===== config.mk =====
export PLATFORM = sky130hd
export DESIGN_NAME = ptc_timer
export DESIGN_NICKNAME = d
export VERILOG_FILES = /design/src/inc/ptc_pkg.sv /design/src/ptc_timer.sv
export SDC_FILE = /design/constraint.sdc
export NUM_CORES = 1
export LEC_CHECK = 0
export ABC_AREA = 1
export BUFFER_PORTS_ARGS = -buffer_cell sky130_fd_sc_hd__clkbuf_2
export CORE_ASPECT_RATIO = 1.75
export CORE_MARGIN = 3
export CORE_UTILIZATION = 35
export DETAILED_ROUTE_END_ITERATION = 7
export HOLD_SLACK_MARGIN = 0.03
export PLACE_DENSITY = 0.67
export SETUP_SLACK_MARGIN = 0.5
export SYNTH_ARGS = -nofsm -noshare
export SYNTH_HDL_FRONTEND = slang
export SYNTH_SLANG_ARGS = --single-unit

===== constraint.sdc =====
create_clock -name i_clk -period 6.6 [get_ports i_clk]
set_input_delay 0.33 -clock i_clk [delete_from_list [all_inputs] [get_ports i_clk]]
set_output_delay 0.33 -clock i_clk [all_outputs]
set_load 0.01 [all_outputs]

===== src/inc/ptc_pkg.sv =====
// shared constants and types of the periodic timer with compare and capture
package ptc_pkg;

    // ********************************************************************
    // counter geometry and register map (byte addresses on the bus)
    // ********************************************************************
    localparam int PTC_CNT_W = 10; // counter and compare width
    localparam logic [5:0] PTC_OFS_CTL0 = 6'h00; // enable
    localparam logic [5:0] PTC_OFS_CTL1 = 6'h04; // timer_control_one
    localparam logic [5:0] PTC_OFS_CNTL = 6'h08; // count_low_byte
    localparam logic [5:0] PTC_OFS_CNTH = 6'h0C; // count_high_bits
    localparam logic [5:0] PTC_OFS_DUTL = 6'h10; // duty_compare_low_byte
    localparam logic [5:0] PTC_OFS_DUTH = 6'h14; // duty_compare_high_bits
    localparam logic [5:0] PTC_OFS_PERL = 6'h18; // period_compare_low_byte
    localparam logic [5:0] PTC_OFS_PERH = 6'h1C; // period_compare_high_bits
    localparam logic [5:0] PTC_OFS_STAT = 6'h20; // match flags, w1c

    // ********************************************************************
    // field positions and reset values
    // ********************************************************************
    localparam int PTC_EN_BIT = 3; // counter_enable_bit in control 0
    localparam int PTC_DFLAG_BIT = 0; // duty_match_flag in status
    localparam int PTC_PFLAG_BIT = 1; // period_match_flag in status
    localparam logic [7:0] PTC_CTL1_RST = 8'h00;
    localparam logic [7:0] PTC_BYTE_RST = 8'h00;

    // operating mode field, bits 7..6 of control 1
    typedef enum logic [1:0] {
        PTC_MODE_CMP = 2'b00, // compare match output
        PTC_MODE_CAP = 2'b01, // capture input
        PTC_MODE_PWM = 2'b10, // pwm or single pulse
        PTC_MODE_TMR = 2'b11 // timer/counter
    } ptc_mode_type;

    // output function codes in compare match mode
    localparam logic [1:0] PTC_IO_NONE = 2'b00;
    localparam logic [1:0] PTC_IO_LOW = 2'b01;
    localparam logic [1:0] PTC_IO_HIGH = 2'b10;
    localparam logic [1:0] PTC_IO_TOGGLE = 2'b11;

    // capture edge codes, same field in capture mode
    localparam logic [1:0] PTC_EDGE_RISE = 2'b00;
    localparam logic [1:0] PTC_EDGE_FALL = 2'b01;
    localparam logic [1:0] PTC_EDGE_BOTH = 2'b10;
    localparam logic [1:0] PTC_EDGE_OFF = 2'b11;

    // pwm output function codes
    localparam logic [1:0] PTC_PWM_INACT = 2'b00;
    localparam logic [1:0] PTC_PWM_ACT = 2'b01;
    localparam logic [1:0] PTC_PWM_RUN = 2'b10;

    // control 1 layout, msb first
    typedef struct packed {
        ptc_mode_type mode; // operating_mode_bit1/0
        logic [1:0] io; // output_function_bit1/0
        logic oc; // output_control_bit
        logic pol; // output_polarity_bit
        logic cks; // capture_source_select
        logic cclr; // clear_select_bit
    } ptc_ctl1_type;

endpackage


===== src/ptc_timer.sv =====
// periodic timer: counter, duty/period comparators, capture, avalon slave
// Operation
// - edge code picks rise, fall, both, none
// - duty match sets, clears or toggles output
// - function codes: 01 low, 10 high, 11 toggle
// - requested level equal initial gives no change
// - enable rising edge restores initial output level
// - control bit: initial level or active level
// - polarity bit inverts output pin
// - source bit picks capture pin or clock pin
// - clear select: duty match or period/overflow
// - overflow clearing only with zero period value
// - clear select ignored in pwm, capture modes
// - counter readable as low byte, high bits
// - duty compare value in two registers
// - period compare value in two registers
// - mode code 00 is compare match output
// - mode codes: capture, pwm, timer/counter
// - both flags raised when clear select low
// - clear select high: period flag never set in compare, timer modes
// - zero duty value: overflow, no duty flag
// - duty match or enable rise moves the output level
// - enable rise clears counter, fall holds it
//
// The Avalon-MM slave port and the placing of the registers were decided locally.
`timescale 1ns/100ps

module ptc_timer
    import ptc_pkg::*;
#(
    parameter int CNT_W = PTC_CNT_W // counter width, 9 to 16
)
(
    input wire logic i_clk, // timer and bus clock
    input wire logic i_rst_b, // synchronous reset, active low
    input wire logic [5:0] i_avs_address, // byte address
    input wire logic i_avs_read, // read request
    input wire logic i_avs_write, // write request
    input wire logic [31:0] i_avs_writedata, // write data
    input wire logic [3:0] i_avs_byteenable, // lane 0 carries data
    output logic [31:0] o_avs_readdata, // read data
    output logic o_avs_waitrequest, // stall
    input wire logic i_capture_input_pin, // dedicated capture pin
    input wire logic i_external_clock_pin, // alternate capture pin
    output logic o_timer_output_pin, // timer output
    output logic o_timer_output_inverted_pin, // complement of output
    output logic o_timer_output_enable // high while output is driven
);

    // ********************************************************************
    // elaboration check
    // ********************************************************************
    // high registers hold at most eight bits above the low byte
    if (CNT_W < 9 || CNT_W > 16)
    begin : g_bad_width
        $error("CNT_W must lie between 9 and 16");
    end

    localparam logic [CNT_W-1:0] CNT_MAX = '1; // overflow point

    // ********************************************************************
    // declarations
    // ********************************************************************
    logic en_reg; // counter_enable_bit
    ptc_ctl1_type ctl_reg; // timer_control_one
    logic [CNT_W-1:0] cnt_reg; // running count
    logic [CNT_W-1:0] duty_reg; // duty_compare_value
    logic [CNT_W-1:0] per_reg; // period_compare_value
    logic dflag_reg; // duty_match_flag
    logic pflag_reg; // period_match_flag
    logic lvl_reg; // compare-mode output level, before polarity
    logic cap_prev_reg; // last sample of capture source
    logic ack_reg; // bus answer phase
    logic [31:0] rdata_reg; // registered read data
    logic pin_reg; // registered output
    logic pinb_reg; // registered complement
    logic oe_reg; // registered drive enable
    logic lvl_next; // next compare-mode level
    logic pin_next; // next pin level
    logic [31:0] rdata_next; // read mux
    logic wr_go; // write takes effect this edge
    logic lane0; // low byte lane enabled
    logic en_rise; // enable goes low to high
    logic en_fall; // enable cleared by software
    logic duty_hit; // duty comparator match
    logic per_hit; // period comparator match
    logic cnt_clr; // counter clears at this edge
    logic cap_src; // selected capture source
    logic cap_evt; // capture edge accepted
    logic dflag_set; // duty flag source
    logic pflag_set; // period flag source
    logic sp_stop; // single pulse ends on duty match

    // ********************************************************************
    // avalon slave: one wait state, then the answer edge
    // ********************************************************************
    // a single wait state lets read data come from a flop
    assign o_avs_waitrequest = (i_avs_read | i_avs_write) & ~ack_reg;
    assign o_avs_readdata = rdata_reg;
    assign wr_go = i_avs_write & ack_reg;
    assign lane0 = i_avs_byteenable[0];

    // answer phase toggles on for one cycle per request
    always_ff @(posedge i_clk)
    begin
        if (!i_rst_b)
            ack_reg <= 1'b0;
        else
            ack_reg <= (i_avs_read | i_avs_write) & ~ack_reg;
    end

    // read mux, unmapped and reserved bits read zero
    always_comb
    begin
        rdata_next = 32'h0000_0000;
        case (i_avs_address)
            PTC_OFS_CTL0: rdata_next[PTC_EN_BIT] = en_reg;
            PTC_OFS_CTL1: rdata_next[7:0] = ctl_reg;
            PTC_OFS_CNTL: rdata_next[7:0] = cnt_reg[7:0];
            PTC_OFS_CNTH: rdata_next = 32'(cnt_reg >> 8);
            PTC_OFS_DUTL: rdata_next[7:0] = duty_reg[7:0];
            PTC_OFS_DUTH: rdata_next = 32'(duty_reg >> 8);
            PTC_OFS_PERL: rdata_next[7:0] = per_reg[7:0];
            PTC_OFS_PERH: rdata_next = 32'(per_reg >> 8);
            PTC_OFS_STAT:
            begin
                rdata_next[PTC_DFLAG_BIT] = dflag_reg;
                rdata_next[PTC_PFLAG_BIT] = pflag_reg;
            end
            default: rdata_next = 32'h0000_0000;
        endcase
    end

    // read data sampled in the wait cycle, stands through the answer
    always_ff @(posedge i_clk)
    begin
        if (!i_rst_b)
            rdata_reg <= 32'h0000_0000;
        else if (i_avs_read && !ack_reg)
            rdata_reg <= rdata_next;
    end

    // ********************************************************************
    // control registers
    // ********************************************************************
    assign en_rise = wr_go && lane0 && i_avs_address == PTC_OFS_CTL0
        && i_avs_writedata[PTC_EN_BIT] && !en_reg;
    assign en_fall = wr_go && lane0 && i_avs_address == PTC_OFS_CTL0
        && !i_avs_writedata[PTC_EN_BIT];

    // enable; single pulse drops it on its own at duty match
    always_ff @(posedge i_clk)
    begin
        if (!i_rst_b)
            en_reg <= 1'b0;
        else if (en_rise)
            en_reg <= 1'b1;
        else if (en_fall || sp_stop)
            en_reg <= 1'b0;
    end

    // mode and pin setup; pwm function is only safe to change when off
    always_ff @(posedge i_clk)
    begin
        if (!i_rst_b)
            ctl_reg <= PTC_CTL1_RST;
        else if (wr_go && lane0 && i_avs_address == PTC_OFS_CTL1)
            ctl_reg <= i_avs_writedata[7:0];
    end

    // ********************************************************************
    // comparators and capture source
    // ********************************************************************
    // zero duty never matches, so the counter just rolls over
    assign duty_hit = en_reg && cnt_reg == duty_reg
        && duty_reg != '0;
    // zero period never matches; overflow wrap does the clearing
    assign per_hit = en_reg && cnt_reg == per_reg
        && per_reg != '0;
    assign sp_stop = duty_hit && ctl_reg.mode == PTC_MODE_PWM
        && ctl_reg.io == PTC_EDGE_OFF;

    assign cap_src = ctl_reg.cks ? i_external_clock_pin
        : i_capture_input_pin;

    // edge selection for capture
    always_comb
    begin
        cap_evt = 1'b0;
        if (ctl_reg.mode == PTC_MODE_CAP && en_reg)
        begin
            case (ctl_reg.io)
                PTC_EDGE_RISE: cap_evt = cap_src & ~cap_prev_reg;
                PTC_EDGE_FALL: cap_evt = ~cap_src & cap_prev_reg;
                PTC_EDGE_BOTH: cap_evt = cap_src ^ cap_prev_reg;
                default: cap_evt = 1'b0;
            endcase
        end
    end

    // previous sample of the capture source
    always_ff @(posedge i_clk)
    begin
        if (!i_rst_b)
            cap_prev_reg <= 1'b0;
        else
            cap_prev_reg <= cap_src;
    end

    // ********************************************************************
    // counter
    // ********************************************************************
    // clear source per mode
    always_comb
    begin
        case (ctl_reg.mode)
            PTC_MODE_CMP, PTC_MODE_TMR:
                cnt_clr = ctl_reg.cclr ? duty_hit : per_hit;
            default:
                cnt_clr = per_hit;
        endcase
    end

    // counting, cleared on enable rise, held while off
    always_ff @(posedge i_clk)
    begin
        if (!i_rst_b)
            cnt_reg <= '0;
        else if (en_rise)
            cnt_reg <= '0;
        else if (en_reg && !sp_stop)
        begin
            if (cnt_clr)
                cnt_reg <= '0;
            else
                cnt_reg <= cnt_reg + 1'b1; // wraps past CNT_MAX
        end
    end

    // ********************************************************************
    // compare value registers, capture loads the duty value
    // ********************************************************************
    always_ff @(posedge i_clk)
    begin
        if (!i_rst_b)
            duty_reg <= '0;
        else if (cap_evt)
            duty_reg <= cnt_reg;
        else if (wr_go && lane0 && i_avs_address == PTC_OFS_DUTL)
            duty_reg[7:0] <= i_avs_writedata[7:0];
        else if (wr_go && lane0 && i_avs_address == PTC_OFS_DUTH)
            duty_reg[CNT_W-1:8] <= i_avs_writedata[CNT_W-9:0];
    end

    // period value
    always_ff @(posedge i_clk)
    begin
        if (!i_rst_b)
            per_reg <= '0;
        else if (wr_go && lane0 && i_avs_address == PTC_OFS_PERL)
            per_reg[7:0] <= i_avs_writedata[7:0];
        else if (wr_go && lane0 && i_avs_address == PTC_OFS_PERH)
            per_reg[CNT_W-1:8] <= i_avs_writedata[CNT_W-9:0];
    end

    // ********************************************************************
    // match flags, write one to clear, a new event wins
    // ********************************************************************
    assign dflag_set = ctl_reg.mode == PTC_MODE_CAP ? cap_evt : duty_hit;
    assign pflag_set = per_hit && (ctl_reg.mode == PTC_MODE_CAP
        || ctl_reg.mode == PTC_MODE_PWM || !ctl_reg.cclr);

    always_ff @(posedge i_clk)
    begin
        if (!i_rst_b)
        begin
            dflag_reg <= 1'b0;
            pflag_reg <= 1'b0;
        end
        else
        begin
            if (dflag_set)
                dflag_reg <= 1'b1;
            else if (wr_go && lane0 && i_avs_address == PTC_OFS_STAT
                && i_avs_writedata[PTC_DFLAG_BIT])
                dflag_reg <= 1'b0;
            if (pflag_set)
                pflag_reg <= 1'b1;
            else if (wr_go && lane0 && i_avs_address == PTC_OFS_STAT
                && i_avs_writedata[PTC_PFLAG_BIT])
                pflag_reg <= 1'b0;
        end
    end

    // ********************************************************************
    // output logic
    // ********************************************************************
    // compare-mode level: a duty match or an enable rise moves it
    always_comb
    begin
        lvl_next = lvl_reg;
        if (en_rise)
            lvl_next = ctl_reg.oc;
        else if (ctl_reg.mode == PTC_MODE_CMP && duty_hit)
        begin
            case (ctl_reg.io)
                PTC_IO_LOW: lvl_next = 1'b0; // no edge if already low
                PTC_IO_HIGH: lvl_next = 1'b1;
                PTC_IO_TOGGLE: lvl_next = ~lvl_reg;
                default: lvl_next = lvl_reg;
            endcase
        end
    end

    always_ff @(posedge i_clk)
    begin
        if (!i_rst_b)
            lvl_reg <= 1'b0;
        else
            lvl_reg <= lvl_next;
    end

    // pin level per mode; control bit gives the active level in pwm
    always_comb
    begin
        case (ctl_reg.mode)
            PTC_MODE_CMP: pin_next = lvl_reg ^ ctl_reg.pol;
            PTC_MODE_PWM:
            begin
                case (ctl_reg.io)
                    PTC_PWM_INACT: pin_next = ~ctl_reg.oc;
                    PTC_PWM_ACT: pin_next = ctl_reg.oc;
                    // zero period is a full wrap, so it never forces 100%
                    PTC_PWM_RUN: pin_next = (en_reg && (cnt_reg < duty_reg
                        || (per_reg != '0 && duty_reg >= per_reg)))
                        ? ctl_reg.oc : ~ctl_reg.oc;
                    default: pin_next = en_reg ? ctl_reg.oc : ~ctl_reg.oc;
                endcase
                pin_next = pin_next ^ ctl_reg.pol;
            end
            default: pin_next = 1'b0; // pin unused in capture and timer
        endcase
    end

    // registered pins; the pin is released in capture and timer modes
    always_ff @(posedge i_clk)
    begin
        if (!i_rst_b)
        begin
            pin_reg <= 1'b0;
            pinb_reg <= 1'b1;
            oe_reg <= 1'b0;
        end
        else
        begin
            pin_reg <= pin_next;
            pinb_reg <= ~pin_next;
            oe_reg <= ctl_reg.mode == PTC_MODE_CMP
                || ctl_reg.mode == PTC_MODE_PWM;
        end
    end

    assign o_timer_output_pin = pin_reg;
    assign o_timer_output_inverted_pin = pinb_reg;
    assign o_timer_output_enable = oe_reg;
endmodule


Yosys cells after proc, flatten, opt, wreduce, memory -nomap -nowiden
Index checks and enable logic that the tools add are counted.
{ "totals": {"ff_bits": 55, "mem_bits_ro": 0, "word_cells": 139, "mem_count": 0, "out_inout_bits": 36, "ramBits": 0, "latchBits": 0, "inputBits": 48} }
{ "classes": {"reduce_logical": 53, "magnitude_cmp": 2, "n_div": 0, "addsub": 1, "n_eq_ne": 17, "multipliers": 0, "n_bitwise": 16, "mux": 29, "shifts": 0} }
{ "op_table": {"columns": ["cell", "count"], "rows": [
  ["logical AND 1 bit", 26],
  ["== test 6 x 5 -> 1 bit, second input constant", 4],
  ["== test 10 bit", 2],
  ["2-to-1 mux 10 bit", 2],
  ["nonzero test 10 bit", 2],
  ["2-to-1 mux 1 bit", 16],
  ["one-hot mux 2 bit (8 select lines)", 1],
  ["one-hot mux 4 bit (4 select lines)", 1],
  ["== test 6 x 4 -> 1 bit, second input constant", 2],
  ["nonzero test 2 bit", 6],
  ["adder 10 x 1 -> 10 bit, second input constant", 1],
  ["greater-or-equal comparator 10 bit", 1],
  ["less-than comparator 10 bit", 1],
  ["one-hot mux 1 bit (3 select lines)", 3],
  ["== test 2 bit, second input constant", 4],
  ["2-to-1 mux 8 bit", 1],
  ["NOT 1 bit", 8],
  ["== test 6 x 3 -> 1 bit, second input constant", 1],
  ["== test 6 bit, second input constant", 1],
  ["logical NOT 6 bit", 1],
  ["AND reduction 2 bit", 3],
  ["logical NOT 1 bit", 5],
  ["logical OR 1 bit", 5],
  ["one-hot mux 1 bit (5 select lines)", 1],
  ["other kinds (11)", 20]
]} }

Logic depth before layout (Yosys ltp)
Gate-level depths: netlist (run 1).
{ "depth": {"word_depth": 10, "depth_mapped": 20, "mapped_depth_nobuf": 20} }

Least setup slack after synthesis (run 1)
OpenSTA, ideal clock, no wires.
{ "synth_path": {"path_type": "reg2reg", "from": "reg ctl_reg[1] in the netlist's numbering", "to": "reg duty_reg[0]", "setup_time_ns": 0.132, "path_buffers": 1, "stages_incl_launch_ff": 13, "required_time_ns": 6.468, "arrival_time_ns": 1.938, "setup_slack_ns": 4.529, "period_less_slack_ns": 2.071, "path_cell_list": "dfxtp_1 inv_1 or2_2 o21ai_0 inv_1 ha_1 o211ai_1 nand2_1 inv_1 buf_2 nor2_1 a22oi_1 a21oi_1"} }
{ "synth_between": {"elab_chain_len": 6, "elab_cells_between_ends": 9, "classes_between": "4 x mux; 4 x bitwise; 1 x reduce/logical"} }
{ "synth_lines": {"columns": ["item", "line_no", "source"], "rows": [
  ["start: declaration", "ptc_timer.sv:65", "ptc_ctl1_type ctl_reg;"],
  ["start signal: assignment", "ptc_timer.sv:168", "ctl_reg <= i_avs_writedata[7:0];"],
  ["2-to-1 mux 1 bit *", "ptc_timer.sv:183", "assign cap_src = ctl_reg.cks ? i_external_clock_pin"],
  ["net cap_src", "ptc_timer.sv:88", "logic cap_src;"],
  ["NOT 1 bit", "ptc_timer.sv:194", "PTC_EDGE_FALL: cap_evt = ~cap_src & cap_prev_reg;"],
  ["bitwise AND 1 bit", "ptc_timer.sv:194", null],
  ["one-hot mux 1 bit (3 select lines) *", "ptc_timer.sv:192", "case (ctl_reg.io)"],
  ["2-to-1 mux 1 bit *", "ptc_timer.sv:190", "if (ctl_reg.mode == PTC_MODE_CAP && en_reg)"],
  ["2-to-1 mux 10 bit or nonzero test 2 bit (tied branches)", null, null],
  ["end signal: assignment", "ptc_timer.sv:248", "duty_reg <= cnt_reg;"],
  ["end signal: assignment", "ptc_timer.sv:250", "duty_reg[7:0] <= i_avs_writedata[7:0];"],
  ["end signal: indexed assignment", "ptc_timer.sv:252", "duty_reg[CNT_W-1:8] <= i_avs_writedata[CNT_W-9:0];"],
  ["end: declaration", "ptc_timer.sv:67", "logic [CNT_W-1:0] duty_reg;"]
]} }
Mark *: on every way through the listed nets, which the timed path passes. The rest lies on a longest branch.
A chain may end at the register's enable or synchronous reset.

Final worst setup path (run 1)
{ "layout_path": {"from": "reg ctl_reg[1] in the netlist's numbering", "to": "reg duty_reg[3]"} }
The elaborated chain is that of the path after synthesis.

==> results of run 1 <==
[final timing paths]
| kind | slack, ns | end | from | depth (start not counted) |
|---|---|---|---|---|
| worst max-delay path | 3.88 | duty_reg[3] | ctl_reg[1] | 11 |
| worst min-delay path | 0.34 | ack_reg | i_avs_read | 3 |
| worst max register to register | 3.88 | duty_reg[3] | ctl_reg[1] | 11 |
| worst min register to register | 0.47 | o_avs_readdata[1] | o_avs_readdata[1] | 2 |
[layer usage]
layer  track usage  share of wire  vias to the layer above
li1              -              -                     1765
met1         0.191           0.35                     1676
met2         0.349           0.50                      204
met3        0.0174          0.059                       59
met4         0.154          0.091                        0
met5             0              0                        -
[cell families after synthesis]
group / after synthesis / share of synthesized area
AOI/OAI and AO/OA: 121 / 0.189
and+or+nand+nor: 200 / 0.259
muxes: 1 / 0.00269
buffers and inverters: 115 / 0.145
other: 1 / 0.00101
DFF: 55 / 0.296
xor gates and xnor gates: 3 / 0.00706
adders and majority gates: 30 / 0.101
[area by class of cell]
cell class                 count  area share
sequential                    55       0.271
clock inverter                 3     0.00462
inverter                      85      0.0805
tap                          127      0.0391
clock buffer                   5      0.0308
timing repair buffer          32      0.0395
multi-input combinational    379       0.534
[cells in the mapped netlist, types with 2 or more instances]
master / number / area share
a21oi_1: 44 / 0.059
a21oi_2: 3 / 0.0071
a22oi_1: 2 / 0.0040
a31oi_1: 6 / 0.010
buf_4: 24 / 0.048
clkbuf_1: 4 / 0.0040
dfxtp_1: 55 / 0.30
ha_1: 30 / 0.10
inv_1: 76 / 0.077
inv_2: 7 / 0.0071
nand2_1: 107 / 0.11
nand2_4: 3 / 0.0091
nand3_1: 14 / 0.019
nand3_2: 2 / 0.0054
nand4_1: 7 / 0.012
nor2_1: 35 / 0.035
nor2_2: 3 / 0.0050
nor3_1: 9 / 0.012
nor3_2: 7 / 0.019
nor3_4: 2 / 0.0087
nor4_1: 4 / 0.0067
o2111ai_1: 4 / 0.0094
o211ai_1: 3 / 0.0061
o21ai_0: 34 / 0.046
o22ai_1: 17 / 0.029
o31ai_1: 3 / 0.0061
or2_2: 2 / 0.0034
xor2_1: 3 / 0.0071
[critical path, delay by kind of cell (launching register included)]
family | cells | cell delay [ns]
AOI/OAI and AO/OA | 3 | 0.42
DFF | 1 | 0.34
adders and majority gates | 1 | 0.29
buffers and inverters | 3 | 0.43
and+or+nand+nor | 4 | 1.16
[power breakdown]
group          switching, mW  internal, mW
sequential           0.00124         0.333
combinational         0.0322        0.0112
clock                  0.130         0.141
[per-stage QoR]
| stage | std cells | hold WS, ns | utilization | area [sq um] |
|---|---|---|---|---|
| final | 686 | 0.336 | 0.394 | 4060 |
| after global routing | 686 | 0.351 | 0.394 | 4060 |
| after CTS | 686 | 0.336 | 0.394 | 4060 |
| after detailed placement | 678 | 0.456 | 0.380 | 3920 |
| after global placement | 678 | 0.456 | 0.380 | 3920 |
| after floorplan | 549 | 0.448 | - | 3810 |
==> flow_summary.toml, run 1 <==
[run_status]
status = "completed"

[yosys]
syn_area_per_cell_sq_um = 7.07
yosysSeqAreaShare = 0.296
syn_inst = 526
synth_cell_types = 44
synth_edf_count = 0
ys.flop_type = "dfxtp_1"
synth-seq-cells = 55
ys_async_sr_fraction = 0
syn_area_sq_um = 3720
ys_warn_count = 0

[placed_design]
dp_slack_ns = 3.80
port_buffers = 32
dp_hpwl_mm = 9.38
gp_congestion = 0.933

[detailed_routing]
vias_per_cell = 5.40
vias = 3704
routed_wl_mm = 11.6
drt_iter0_markers = 301
wl_per_cell_um = 17.0
drc = 0
final_antenna_net_count = 0
drtPass1Iterations = 5

[setup_path]
cp_common_cell = "inv_1"
arrival_ns = 2.94
cpPeakStageDelay_ns = 0.57
slowest_stage = "nor2_1"
path_cells = "inv_1, or2_2, o21ai_0, inv_1, ha_1, o211ai_1, nand2_1, inv_1, nor2_1, nand2_1, a31oi_1"
end_kind = "flop"
worstPathMaxFanout = 12
critical_path_class = "flop to flop"
required_ns = 6.82
start_kind = "flop"

[global_routing]
track_usage = 0.189
first_global_vias = 3375
antenna_found_initial = 0
grt_first_pass_wirelength_mm = 17.5
grt_max_degree = 25
grt_overflow_total = 0

[min_path]
hold_path_class = "primary input to flop"

[floorplanning]
num_rows = 49
core_sq_um = 10300
die_w_um = 83.9
die_h_um = 142
start_util = 0.361
io_pins = 84
die_area_sq_um = 12000

[cts]
cts_tree = "built"
clk_latency_ns = 0.30
post_cts_resized = 0
cts.sinks = 55
root_buffer = "clkbuf_16"
ctsHoldBuffers = 0
clkTransAtPathRegs_ns = 0.07
cts.htree.levels = 2
cts_buffers = 5
postCtsSetupBuffers = 0
clk_path_buf_depth = 2

[sta]
hold_viol = 0
fmax_mhz = 367
final.setup.tns_ns = 0
finalCriticalPeriod_ns = 2.72
rsz0062_at_grt = "no"
maxSlewViolCount = 0
finalSetupViolCount = 0
worst_pin_slew_ns = 0.842
relSlewSlack = 0.438
finClkSkew_ns = 0.00567
fin_ws_ns = 3.88
fin_crit_sh = 0.413

[layout]
area_delta_synth_final_pct = 9.08
ff_latch_area_sq_um = 1100
fin_nets = 636
layout_common_cells = "nand2_1, inv_1, dfxtp_1, a21oi_1, nor2_1"
diodes = 0
multi_input_area_sq_um = 2170
drive_gt1_frac = 0.138
n_fill_cell = 1113
layout_commonest_cell = "nand2_1"

[power_and_ir_drop]
ir_drop_mv = 0.163
power_uw = 650
p_leak_nw = 1.73
powerDensity_nw_per_um2 = 160

[flow_run]
max_cap_violations = 0
No activity file was read; power rests on OpenSTA's default activity.
==> run 2: changes to the inputs <==
- PLACE_DENSITY: 0.67 -> 0.69
- clock period: 6.6 -> 2.3 ns (I/O delays scaled with it)
==> run 2 against run 1 <==
Final cell count is 6.3% higher. Critical path depth is 4 higher. Via count grew 6.4%. Core utilization increased by 7.8 points. Combinational power rose to 3.2 times the previous value. Worst setup slack worse by 3.6 ns.
==> flow_summary.toml, run 2 (same netlist as run 1, synthesis figures left out) <==
[setup_path]
slowest_stage = "dfxtp_4"
rr_startpoint = "duty_reg[5]"
cpPeakStageDelay_ns = 0.38
crit_path_start = "duty_reg[5]"
end_kind = "flop"
path_cells = "inv_4, ha_4, nand2_2, inv_2, nand3_4, nor3_4, nand4_2, nand2_4, inv_8, nand2_4, inv_4, nand2_4, nor2_4, a21oi_2, nor3_2"
required_ns = 2.48
worstPathMaxFanout = 8
cpLargestDelayFamily = "simple AND/OR/NAND/NOR gates"
arrival_ns = 2.18
critical_path_buf_inv_count = 4
critical_path_class = "flop to flop"
cp_common_cell = "nand2_4"
start_kind = "flop"

[power_and_ir_drop]
p_sw_frac = 0.249
powerDensity_nw_per_um2 = 380
power_frac_comb = 0.076
pwr-share-clk = 0.409
ir_drop_mv = 0.403
p_switching_uw = 460
p_leak_nw = 2.03
pwr-share-seq = 0.515
intPower_mw = 1.39

[cts]
cts_tree = "built"
clk_latency_ns = 0.30
clk_path_buf_depth = 2
cts.sinks = 55
cts.htree.levels = 2
root_buffer = "clkbuf_16"
clkTransAtPathRegs_ns = 0.07
cts_buffers = 5

[sta]
fmax_mhz = 501
finalCriticalPeriod_ns = 2.00
fin_crit_sh = 0.868
relSlewSlack = 0.397
rsz0062_at_grt = "yes"
finClkSkew_ns = 0.0146
whs_ns = 0.106
maxSlewViolCount = 0
hold_viol = 0
final.setup.tns_ns = 0
finalSetupViolCount = 0
worst_pin_slew_ns = 0.904

[layout]
area_delta_synth_final_pct = 30.8
layout_common_cells = "nand2_1, inv_1, a21oi_1, buf_4, clkbuf_2"
drive_gt1_frac = 0.372
fin_area_sq_um = 4870
diodes = 0
layout_commonest_cell = "nand2_1"
fin_nets = 680

[floorplanning]
io_pins = 84
start_util = 0.361
core_sq_um = 10300
die_area_sq_um = 12000
die_w_um = 83.9
die_h_um = 142
num_rows = 49

[min_path]
hold_start = "i_avs_read"
hold_path_class = "primary input to flop"

[detailed_routing]
final_antenna_net_count = 0
wl_per_cell_um = 18.0
routed_wl_mm = 13.1
drc = 0
drtPass1Iterations = 6
vias_per_cell = 5.41
vias = 3941
drt_iter0_markers = 275

[global_routing]
antenna_found_initial = 0
grt_max_degree = 23
first_global_vias = 3955
grt_first_pass_wirelength_mm = 20.4
grt_overflow_total = 0
track_usage = 0.219

[flow_run]
max_cap_violations = 0

[placed_design]
place_area_sq_um = 4180
port_buffers = 32
dp_hpwl_mm = 10.3
gp_congestion = 0.980

[run_status]
status = "completed"
run 2: what timing repair did:
| item | in CTS | in global routing |
|---|---|---|
| resized for setup | 68 | 41 |
| hold buffers | 0 | 0 |
| buffers inserted | 16 | 4 |
| pin swaps | 34 | 33 |
| hold endpoints to repair | 0 | 0 |
| setup endpoints to repair | 25 | 26 |
run 2: tightest hold or removal path, cell delays in order:
cell	delay, ns
clkbuf_2	0.09
nor2_1	0.04
nor3_1	0.11
run 2: path summary, 6_finish.rpt:
path                            end  slack [ns]  depth (start not counted)
setup reg to reg         cnt_reg[7]        0.30                         15
hold reg to reg   o_avs_readdata[2]        0.47                          2
hold / removal              ack_reg        0.11                          3
setup / recovery         cnt_reg[7]        0.30                         15
run 2: final cells by class:
type                    count  area, sq um
fillers                  1015         5430
well taps                 127          159
multi-input cells         379         2550
inverters                  85          337
clock buffers               5          125
flip-flops and latches     55         1150
clock inverters             2         13.8
repair buffers             76          526
run 2: layer usage:
layer	global-route usage	up-vias	wire (um)	share of wire
met3	0.0249	58	639	0.049
met5	0	-	0	0
met2	0.423	182	6920	0.53
met1	0.210	1842	4440	0.34
met4	0.162	0	1100	0.084
li1	-	1859	-	-
run 2: power groups by stage:
| stage | Clock (mW) | Combinational, mW | Sequential, mW |
|---|---|---|---|
| final | 0.755 | 0.140 | 0.952 |
| after global placement | 0 | 0.124 | 0.982 |
| after global routing | 0.803 | 0.154 | 0.952 |
| after CTS | 0.766 | 0.133 | 0.954 |
| after detailed placement | 0 | 0.127 | 0.983 |
| after floorplan | 0 | 0.103 | 0.983 |
run 2: metrics by stage:
stage | util | power (mW) | worst slack, ns | std cells
CTS | 0.456 | 1.85 | 0.283 | 725
detailed placement | 0.406 | 1.11 | 0.0786 | 702
finish | 0.473 | 1.85 | 0.304 | 729
global placement | 0.406 | 1.11 | 0.120 | 702
global route | 0.473 | 1.91 | 0.170 | 729
floorplan | - | 1.09 | 0.460 | 549
